`src/inc/qse_pkg.sv`:
```
// Shared constants, enumerations and carriers of the status and error queue block.
// Assumes one clock domain and a host that issues one command at a time.
//
// Contract
// - Sixteen-bit quality warning status register.
// - Bit 0 summarises level trip register.
// - Bit 4 summarises thermal trip register.
// - Summary is OR of sub-register bits.
// - Level bit 0 over, bit 1 under.
// - Thermal bit 0 near overheating.
// - Condition, event, enable, filters readable; masks writable.
// - Entry code is signed sixteen bits.
// - Code zero means no error; fixed text.
// - Text plus info at most 255 characters.
// - Errors delivered first in, first out.
// - Overflow keeps oldest, newest becomes -350.
// - Queue holds at most four entries.
// - Non-empty queue sets status byte bit.
// - Full query returns oldest with text, removes.
// - Code query returns oldest code, removes.
// - Count query returns stored entry count.
// - Device reset leaves status and queue alone.
// - Device reset forces command and query idle.
// - Clear status empties events and queue.
// - Preset loads enables and filters only.
package qse_pkg;
  // ---------------------------------------------------------------
  // Widths, positions and codes.
  // ---------------------------------------------------------------
  localparam int QS_W = 16;
  localparam int Q_DEPTH = 4;
  localparam int LVL_BIT = 0;
  localparam int THM_BIT = 4;
  localparam int OVER_BIT = 0;
  localparam int UNDER_BIT = 1;
  localparam int HOT_BIT = 0;
  localparam logic [15:0] QUAL_MASK = 16'h0011;
  localparam logic [15:0] LVL_MASK = 16'h0003;
  localparam logic [15:0] THM_MASK = 16'h0001;
  localparam logic [15:0] OVF_CODE = 16'hFEA2;
  localparam logic [15:0] NO_ERR = 16'h0000;
  // ---------------------------------------------------------------
  // Reset and preset values.
  // ---------------------------------------------------------------
  localparam logic [15:0] EN_RST = 16'h0000;
  localparam logic [15:0] PTR_RST = 16'hFFFF;
  localparam logic [15:0] NTR_RST = 16'h0000;
  localparam logic [15:0] QUAL_EN_PRE = 16'h0000;
  localparam logic [15:0] QUAL_PTR_PRE = 16'hFFFF;
  localparam logic [15:0] QUAL_NTR_PRE = 16'h0000;
  localparam logic [15:0] SUB_PRE = 16'hFFFF;
  // ---------------------------------------------------------------
  // Commands, selectors and carriers.
  // ---------------------------------------------------------------
  typedef enum logic [3:0] {
    OP_NOP = 4'h0, OP_READ = 4'h1, OP_WRITE = 4'h2, OP_ERR_FULL = 4'h3,
    OP_ERR_CODE = 4'h4, OP_ERR_COUNT = 4'h5, OP_CLS = 4'h6,
    OP_PRESET = 4'h7, OP_RST = 4'h8
  } qse_op_t;
  typedef enum logic [1:0] {
    SEL_QUAL = 2'h0, SEL_LVL = 2'h1, SEL_THM = 2'h2
  } qse_sel_t;
  typedef enum logic [2:0] {
    V_COND = 3'h0, V_EVT = 3'h1, V_EN = 3'h2, V_PTR = 3'h3, V_NTR = 3'h4
  } qse_view_t;
  typedef enum logic [0:0] {
    ST_IDLE = 1'b0, ST_ANSWER = 1'b1
  } qse_state_t;
  typedef struct packed {
    qse_op_t op;
    qse_sel_t sel;
    qse_view_t view;
    logic [15:0] wdata;
  } qse_cmd_t;
  typedef struct packed {
    logic [15:0] code;
    logic [7:0] len;
  } qse_err_t;
  typedef struct packed {
    logic [15:0] data;
    logic text;
    logic [7:0] len;
  } qse_rsp_t;
endpackage

```
`src/hdl/qse_status.sv`:
```
// Status register bank with transition filters and a four-entry error queue.
// Assumes trip conditions and error pushes come from logic on SYS_CLK.
`timescale 1ns/1ps

// -----------------------------------------------------------------
// One status register: condition, filters, enable and event.
// -----------------------------------------------------------------
module qse_stat_reg
  import qse_pkg::*;
#(
  parameter logic [15:0] MASK = 16'hFFFF,
  parameter logic [15:0] EN_PRE = 16'hFFFF,
  parameter logic [15:0] PTR_PRE = 16'hFFFF,
  parameter logic [15:0] NTR_PRE = 16'hFFFF
) (
  // Clock and reset.
  input logic clk,
  input logic rst_n,
  // Live condition.
  input logic [15:0] cond,
  // Host access.
  input logic wr,
  input qse_view_t view,
  input logic [15:0] wdata,
  input logic preset,
  input logic evt_clr,
  // Register views.
  output logic [15:0] cond_o,
  output logic [15:0] evt_o,
  output logic [15:0] en_o,
  output logic [15:0] ptr_o,
  output logic [15:0] ntr_o
);
  logic [15:0] prev_q; // Condition one cycle ago.
  logic [15:0] evt_q; // Latched events.
  logic [15:0] en_q; // Enable mask.
  logic [15:0] ptr_q; // Rising edge filter.
  logic [15:0] ntr_q; // Falling edge filter.
  logic [15:0] set_w; // Events that pass the filters.

  // Unused positions never read as one.
  assign cond_o = cond & MASK;
  assign set_w = ((~prev_q & cond_o & ptr_q) | (prev_q & ~cond_o & ntr_q));
  assign evt_o = evt_q;
  assign en_o = en_q;
  assign ptr_o = ptr_q;
  assign ntr_o = ntr_q;

  // Edge memory for the filters.
  always_ff @(posedge clk or negedge rst_n) begin
    if (!rst_n) begin
      prev_q <= 16'h0000;
    end else begin
      prev_q <= cond_o;
    end
  end

  // Events latch on a filtered edge; a new edge wins over a clear.
  always_ff @(posedge clk or negedge rst_n) begin
    if (!rst_n) begin
      evt_q <= 16'h0000;
    end else begin
      evt_q <= (evt_clr ? 16'h0000 : evt_q) | set_w;
    end
  end

  // Enable and filters: written by the host, loaded by preset.
  always_ff @(posedge clk or negedge rst_n) begin
    if (!rst_n) begin
      en_q <= EN_RST;
      ptr_q <= PTR_RST & MASK;
      ntr_q <= NTR_RST;
    end else if (preset) begin
      en_q <= EN_PRE & MASK;
      ptr_q <= PTR_PRE & MASK;
      ntr_q <= NTR_PRE & MASK;
    end else if (wr) begin
      if (view == V_EN) begin
        en_q <= wdata & MASK;
      end
      if (view == V_PTR) begin
        ptr_q <= wdata & MASK;
      end
      if (view == V_NTR) begin
        ntr_q <= wdata & MASK;
      end
    end
  end
endmodule

// -----------------------------------------------------------------
// Top: three registers, the error queue and the command port.
// -----------------------------------------------------------------
module qse_status
  import qse_pkg::*;
#(
  parameter int DEPTH = Q_DEPTH
) (
  // Clock and reset.
  input logic SYS_CLK,
  input logic ARST_N,
  // Command port.
  input logic CMD_VALID,
  input qse_cmd_t CMD,
  output logic CMD_READY,
  // Answer port.
  output logic RSP_VALID,
  output qse_rsp_t RSP,
  input logic RSP_READY,
  // Trip conditions.
  input logic TRIP_OVER,
  input logic TRIP_UNDER,
  input logic TRIP_HOT,
  // Error reports.
  input logic ERR_PUSH,
  input qse_err_t ERR_IN,
  // Status byte contributions.
  output logic STB_ERR_QUEUE,
  output logic STB_QUAL_SUMMARY
);
  // ---------------------------------------------------------------
  // Reset release and command decode.
  // ---------------------------------------------------------------
  logic [1:0] rst_sync_q; // Reset release chain.
  logic rst_n; // Released reset.
  qse_state_t state_q; // Command or query idle, or answer held.
  qse_rsp_t rsp_q; // Held answer.
  logic acc; // Command taken this cycle.
  logic cls; // Clear status taken.
  logic preset; // Preset taken.
  logic dev_rst; // Device reset taken.
  logic pop; // Queue read taken.
  logic [2:0] cnt_q; // Entries held.
  logic [2:0] cnt_pop; // Count after a pop.
  logic push_ok; // Valid push this cycle.
  qse_err_t q_q [DEPTH]; // Queue, index 0 oldest.
  logic [15:0] c_q, c_l, c_t; // Condition views.
  logic [15:0] e_q, e_l, e_t; // Event views.
  logic [15:0] n_q, n_l, n_t; // Enable views.
  logic [15:0] p_q, p_l, p_t; // Rising filter views.
  logic [15:0] f_q, f_l, f_t; // Falling filter views.
  logic [15:0] qual_cond; // Quality condition from summaries.
  logic [15:0] lvl_cond; // Level condition.
  logic [15:0] thm_cond; // Thermal condition.
  logic [15:0] rd_data; // Register read mux.

  // Two-stage reset release.
  always_ff @(posedge SYS_CLK or negedge ARST_N) begin
    if (!ARST_N) begin
      rst_sync_q <= 2'b00;
    end else begin
      rst_sync_q <= {rst_sync_q[0], 1'b1};
    end
  end
  assign rst_n = rst_sync_q[1];

  // A device reset is taken even while an answer is held.
  assign CMD_READY = (state_q == ST_IDLE) || (CMD.op == OP_RST);
  assign acc = CMD_VALID && CMD_READY;
  assign cls = acc && (CMD.op == OP_CLS);
  assign preset = acc && (CMD.op == OP_PRESET);
  assign dev_rst = acc && (CMD.op == OP_RST);
  assign pop = acc && ((CMD.op == OP_ERR_FULL) || (CMD.op == OP_ERR_CODE));

  // ---------------------------------------------------------------
  // Status registers.
  // ---------------------------------------------------------------
  // Trip inputs land on their documented positions.
  always_comb begin
    lvl_cond = 16'h0000;
    thm_cond = 16'h0000;
    lvl_cond[OVER_BIT] = TRIP_OVER;
    lvl_cond[UNDER_BIT] = TRIP_UNDER;
    thm_cond[HOT_BIT] = TRIP_HOT;
  end

  // Summaries OR the enabled events of each sub-register.
  always_comb begin
    qual_cond = 16'h0000;
    qual_cond[LVL_BIT] = |(e_l & n_l);
    qual_cond[THM_BIT] = |(e_t & n_t);
  end

  // Sixteen-bit quality register.
  qse_stat_reg #(.MASK(QUAL_MASK), .EN_PRE(QUAL_EN_PRE), .PTR_PRE(QUAL_PTR_PRE),
    .NTR_PRE(QUAL_NTR_PRE)) u_qual (
    .clk(SYS_CLK), .rst_n(rst_n), .cond(qual_cond),
    .wr(acc && CMD.op == OP_WRITE && CMD.sel == SEL_QUAL), .view(CMD.view),
    .wdata(CMD.wdata), .preset(preset),
    .evt_clr(cls || (acc && CMD.op == OP_READ && CMD.sel == SEL_QUAL && CMD.view == V_EVT)),
    .cond_o(c_q), .evt_o(e_q), .en_o(n_q), .ptr_o(p_q), .ntr_o(f_q));
  qse_stat_reg #(.MASK(LVL_MASK), .EN_PRE(SUB_PRE), .PTR_PRE(SUB_PRE),
    .NTR_PRE(SUB_PRE)) u_lvl (
    .clk(SYS_CLK), .rst_n(rst_n), .cond(lvl_cond),
    .wr(acc && CMD.op == OP_WRITE && CMD.sel == SEL_LVL), .view(CMD.view),
    .wdata(CMD.wdata), .preset(preset),
    .evt_clr(cls || (acc && CMD.op == OP_READ && CMD.sel == SEL_LVL && CMD.view == V_EVT)),
    .cond_o(c_l), .evt_o(e_l), .en_o(n_l), .ptr_o(p_l), .ntr_o(f_l));
  qse_stat_reg #(.MASK(THM_MASK), .EN_PRE(SUB_PRE), .PTR_PRE(SUB_PRE),
    .NTR_PRE(SUB_PRE)) u_thm (
    .clk(SYS_CLK), .rst_n(rst_n), .cond(thm_cond),
    .wr(acc && CMD.op == OP_WRITE && CMD.sel == SEL_THM), .view(CMD.view),
    .wdata(CMD.wdata), .preset(preset),
    .evt_clr(cls || (acc && CMD.op == OP_READ && CMD.sel == SEL_THM && CMD.view == V_EVT)),
    .cond_o(c_t), .evt_o(e_t), .en_o(n_t), .ptr_o(p_t), .ntr_o(f_t));

  // Register read mux over the selected view.
  always_comb begin
    rd_data = 16'h0000;
    case (CMD.view)
      V_COND: rd_data = (CMD.sel == SEL_QUAL) ? c_q : (CMD.sel == SEL_LVL) ? c_l : c_t;
      V_EVT: rd_data = (CMD.sel == SEL_QUAL) ? e_q : (CMD.sel == SEL_LVL) ? e_l : e_t;
      V_EN: rd_data = (CMD.sel == SEL_QUAL) ? n_q : (CMD.sel == SEL_LVL) ? n_l : n_t;
      V_PTR: rd_data = (CMD.sel == SEL_QUAL) ? p_q : (CMD.sel == SEL_LVL) ? p_l : p_t;
      V_NTR: rd_data = (CMD.sel == SEL_QUAL) ? f_q : (CMD.sel == SEL_LVL) ? f_l : f_t;
      default: rd_data = 16'h0000;
    endcase
  end

  // Enabled quality events feed the status byte.
  assign STB_QUAL_SUMMARY = |(e_q & n_q);

  // ---------------------------------------------------------------
  // Error queue.
  // ---------------------------------------------------------------
  // Code zero means no error and is never queued.
  assign push_ok = ERR_PUSH && (ERR_IN.code != NO_ERR);
  assign cnt_pop = cnt_q - {2'b00, (pop && cnt_q != 3'h0)};

  // Shift queue; a pop frees the head before a push lands.
  always_ff @(posedge SYS_CLK or negedge rst_n) begin
    if (!rst_n) begin
      cnt_q <= 3'h0;
      for (int i = 0; i < DEPTH; i++) begin
        q_q[i] <= '0;
      end
    end else if (cls) begin
      cnt_q <= 3'h0;
    end else begin
      if (pop && cnt_q != 3'h0) begin
        for (int i = 0; i < DEPTH - 1; i++) begin
          q_q[i] <= q_q[i + 1];
        end
      end
      if (push_ok && cnt_pop < 3'(DEPTH)) begin
        q_q[cnt_pop[1:0]] <= ERR_IN;
        cnt_q <= cnt_pop + 3'h1;
      end else if (push_ok) begin
        q_q[DEPTH - 1].code <= OVF_CODE;
        q_q[DEPTH - 1].len <= 8'h00;
        cnt_q <= cnt_pop;
      end else begin
        cnt_q <= cnt_pop;
      end
    end
  end

  // Status byte bit while anything is queued.
  assign STB_ERR_QUEUE = (cnt_q != 3'h0);

  // ---------------------------------------------------------------
  // Answer and idle states.
  // ---------------------------------------------------------------
  // Queries load an answer; device reset drops it.
  always_ff @(posedge SYS_CLK or negedge rst_n) begin
    if (!rst_n) begin
      state_q <= ST_IDLE;
      rsp_q <= '0;
    end else if (dev_rst) begin
      state_q <= ST_IDLE;
      rsp_q <= '0;
    end else if (acc) begin
      case (CMD.op)
        OP_READ: begin
          state_q <= ST_ANSWER;
          rsp_q <= '{data: rd_data, text: 1'b0, len: 8'h00};
        end
        OP_ERR_FULL: begin
          state_q <= ST_ANSWER;
          rsp_q <= '{data: (cnt_q != 3'h0) ? q_q[0].code : NO_ERR, text: 1'b1,
                     len: (cnt_q != 3'h0) ? q_q[0].len : 8'h00};
        end
        OP_ERR_CODE: begin
          state_q <= ST_ANSWER;
          rsp_q <= '{data: (cnt_q != 3'h0) ? q_q[0].code : NO_ERR, text: 1'b0, len: 8'h00};
        end
        OP_ERR_COUNT: begin
          state_q <= ST_ANSWER;
          rsp_q <= '{data: {13'h0000, cnt_q}, text: 1'b0, len: 8'h00};
        end
        default: begin
          state_q <= ST_IDLE;
        end
      endcase
    end else if (state_q == ST_ANSWER && RSP_READY) begin
      state_q <= ST_IDLE;
    end
  end

  assign RSP_VALID = (state_q == ST_ANSWER);
  assign RSP = rsp_q;
endmodule

```
`config.mk`:
```
export PLATFORM = sky130hd
export DESIGN_NAME = qse_status
export DESIGN_NICKNAME = d
export VERILOG_FILES = /design/src/inc/qse_pkg.sv /design/src/hdl/qse_status.sv
export SDC_FILE = /design/constraint.sdc
export NUM_CORES = 1
export LEC_CHECK = 0
export ABC_AREA = 1
export BUFFER_PORTS_ARGS = -buffer_cell sky130_fd_sc_hd__buf_2
export CORE_AREA = 2 2 172 174
export CTS_BUF_LIST = sky130_fd_sc_hd__clkbuf_2 sky130_fd_sc_hd__clkbuf_4 sky130_fd_sc_hd__clkbuf_8
export DETAILED_ROUTE_END_ITERATION = 6
export DIE_AREA = 0 0 174 176
export GPL_ROUTABILITY_DRIVEN = 1
export HOLD_SLACK_MARGIN = 0.08
export PLACE_DENSITY = 0.63
export RECOVER_POWER = 25
export SETUP_SLACK_MARGIN = 0.4
export SKIP_CTS_REPAIR_TIMING = 1
export SYNTH_ARGS = -nofsm -noshare
export SYNTH_HDL_FRONTEND = slang
export SYNTH_HIERARCHICAL = 1
export SYNTH_SLANG_ARGS = --single-unit
```
`constraint.sdc`:
```
create_clock -name SYS_CLK -period 13.38 [get_ports SYS_CLK]
set_input_delay 1.338 -clock SYS_CLK [delete_from_list [all_inputs] [get_ports SYS_CLK]]
set_output_delay 1.338 -clock SYS_CLK [all_outputs]
set_load 0.01 [all_outputs]
```
==> metrics.yaml <==
pwr-share-clk_pct: 20.2
timing.fmax_mhz: 191.8
grt_pass1_wl_mm: 56.79
p_switching_mw: 0.7335
top_level_ports: 86
insertion_delay_ns: 0.48
p_int_mw: 0.9619
cp.arrival_ns: 5.62
wl_per_cell_um: 13.43
core_um2: 28550
synthesis.instances: 2112
die_y_um: 176
rsz0062_at_grt: "no"
finalCriticalPeriod_ns: 5.213
cp-end-kind: "flop"
pwr-share-seq_pct: 43.2
vias: 11970
synth_area_um2: 12830
path_class: "in2reg"
cts_root_buf: "clkbuf_8"
port_buffers: 72
peakVddDrop_mv: 0.07492
dp_cells: 2469
min_from: "rst_sync_q[0]"
synth_area_per_cell_um2: 6.075
slew_headroom_pct: -89.76
clk_path_buf_depth: 2
drive_gt1_share_pct: 7.322
clock-sinks: 152
grt_util_met3_pct: 2.799
crit_path_max_fanout: 80
initialDrtViolationCount: 1090
fin_crit_sh_pct: 38.96
violations: "max-capacitance violations, max-slew violations"
cts_tree: "built"
dp_hpwl_mm: 21.72
hold-path-cell-count: 0
routabilityCongestion: 0.7985
place_area_um2: 12570
r2r-start: "rst_sync_q[1]"
area_growth_pct: 0.7213
worst_slack_ns: 8.167
start_util_pct: 44.95
drtPass1Iterations: 5
die_w_um: 174
tns_ns: 0
setup-violations-final: 0
drc: 0
placementRows: 62
min_path_type: "reg2reg"
top_usage_layer: "met2"
p_comb_share_pct: 36.6
p_leak_nw: 7.583
crit_required_ns: 13.79
power.density_nw_per_um2: 131.2
ant_nets: 0
cts_buffers: 17
reg2reg_depth: 2
clkTransAtPathRegs_ns: 0.11
cts-htree-levels: 4
grt_use_total_pct: 22.55
status: "finished, violations left"
final_cells: 2502
max_cap_violations: 2
antenna_found_initial: 0
dpl_worst_slack_ns: 7.791
crit_start: "CMD[21]"
groute.layer.met2.usage_pct: 37.43
slew_viol_final: 94
grt_pass1_vias: 11100
drt_wl_total_mm: 33.60
grt_start_max_net_pins: 91
power_mw: 1.695
finalInstanceArea_um2: 12920
nets: 2162
finalHoldViolCount: 0
use_met1_pct: 31.25
yosysWarnings: 6
switching_share_pct: 43.27
via_per_inst: 4.785
start_kind: "input pin"
finClkSkew_ns: 0.02460
worst_pin_slew_ns: 2.846
overflow: 0
dieArea_um2: 30620
routing by layer:
layer,part of all wire [%],wire (um)
met5,0,0
met4,1.4,457
met3,4.6,1554
met2,47,15660
met1,47,15920
through the flow:
step / hold WS, ns / utilization [%]
2_1_floorplan: 0.3312 / -
3_3_place_gp: 0.3346 / 44.02
3_5_place_dp: 0.3358 / 44.02
4_1_cts: 0.3615 / 45.31
5_1_grt: 0.3830 / 45.26
6_report: 0.3581 / 45.27
critical path, cell delays in order:
cell	delay, ns
buf_2	0.15
nor2_1	0.25
nand2_1	0.16
a21oi_4	0.14
buf_4	0.70
nand3_1	0.25
inv_1	0.11
ha_1	0.26
inv_1	0.39
nand3_2	0.59
nand2_1	0.89
nand2_1	0.13
nand2_1	0.09
final timing paths:
| kind | end | slack, ns |
|---|---|---|
| max | q_q[11] | 8.17 |
| min | rst_sync_q[1] | 0.36 |
| max reg2reg | q_q[58] | 8.69 |
| min reg2reg | rst_sync_q[1] | 0.36 |
| max in group asynchronous | q_q[58] | 8.69 |
| min in group asynchronous | rst_sync_q[1] | 0.62 |
power by group through the flow:
stage | clock network [mW] | registers [mW] | logic (mW)
floorplan | 0 | 0.708 | 0.529
global route | 0.372 | 0.750 | 0.731
detailed placement | 0 | 0.738 | 0.614
finish | 0.343 | 0.732 | 0.620
global placement | 0 | 0.732 | 0.597
CTS | 0.354 | 0.729 | 0.617
state kept, by name, indices dropped and copies added (netlist names), 2 cells and up:
register	cells
u_qual/ptr_o	2
u_lvl/ptr_o	2
u_lvl/prev_q	2
u_lvl/evt_o	2
u_lvl/en_o	2
q_q	96
u_lvl/ntr_o	2
u_qual/en_o	2
cnt_q	3
u_qual/evt_o	2
rst_sync_q	2
u_qual/prev_q	2
u_qual/ntr_o	2
RSP	25
final cells by class:
type	instances	area [um^2]
fillers	3108	15620
clock buffers	19	255.2
diodes	1	2.502
well taps	384	480.5
inverters	151	583.1
repair buffers	93	509.2
clock inverters	13	111.4
flip-flops and latches	152	3810
multi-input cells	1689	7172
placed cells by master, fill, tap and decap left out, drive strengths merged:
| cell | count |
|---|---|
| o211ai | 7 |
| ha | 1 |
| buf | 88 |
| clkbuf | 24 |
| o31ai | 8 |
| o21ai | 16 |
| clkinv | 4 |
| bufinv | 1 |
| inv | 156 |
| clkinvlp | 3 |
| or2 | 2 |
| nand2 | 902 |
| nor3 | 7 |
| a221oi | 4 |
| o2111ai | 2 |
| a22o | 3 |
| xnor2 | 1 |
| nor2 | 82 |
| a21oi | 22 |
| diode | 1 |
| dfrtp | 147 |
| dfstp | 5 |
| conb | 216 |
| nand3 | 407 |
| nand4 | 8 |
| a31oi | 1 |
Note: power is estimated with default switching activity, not from simulation.
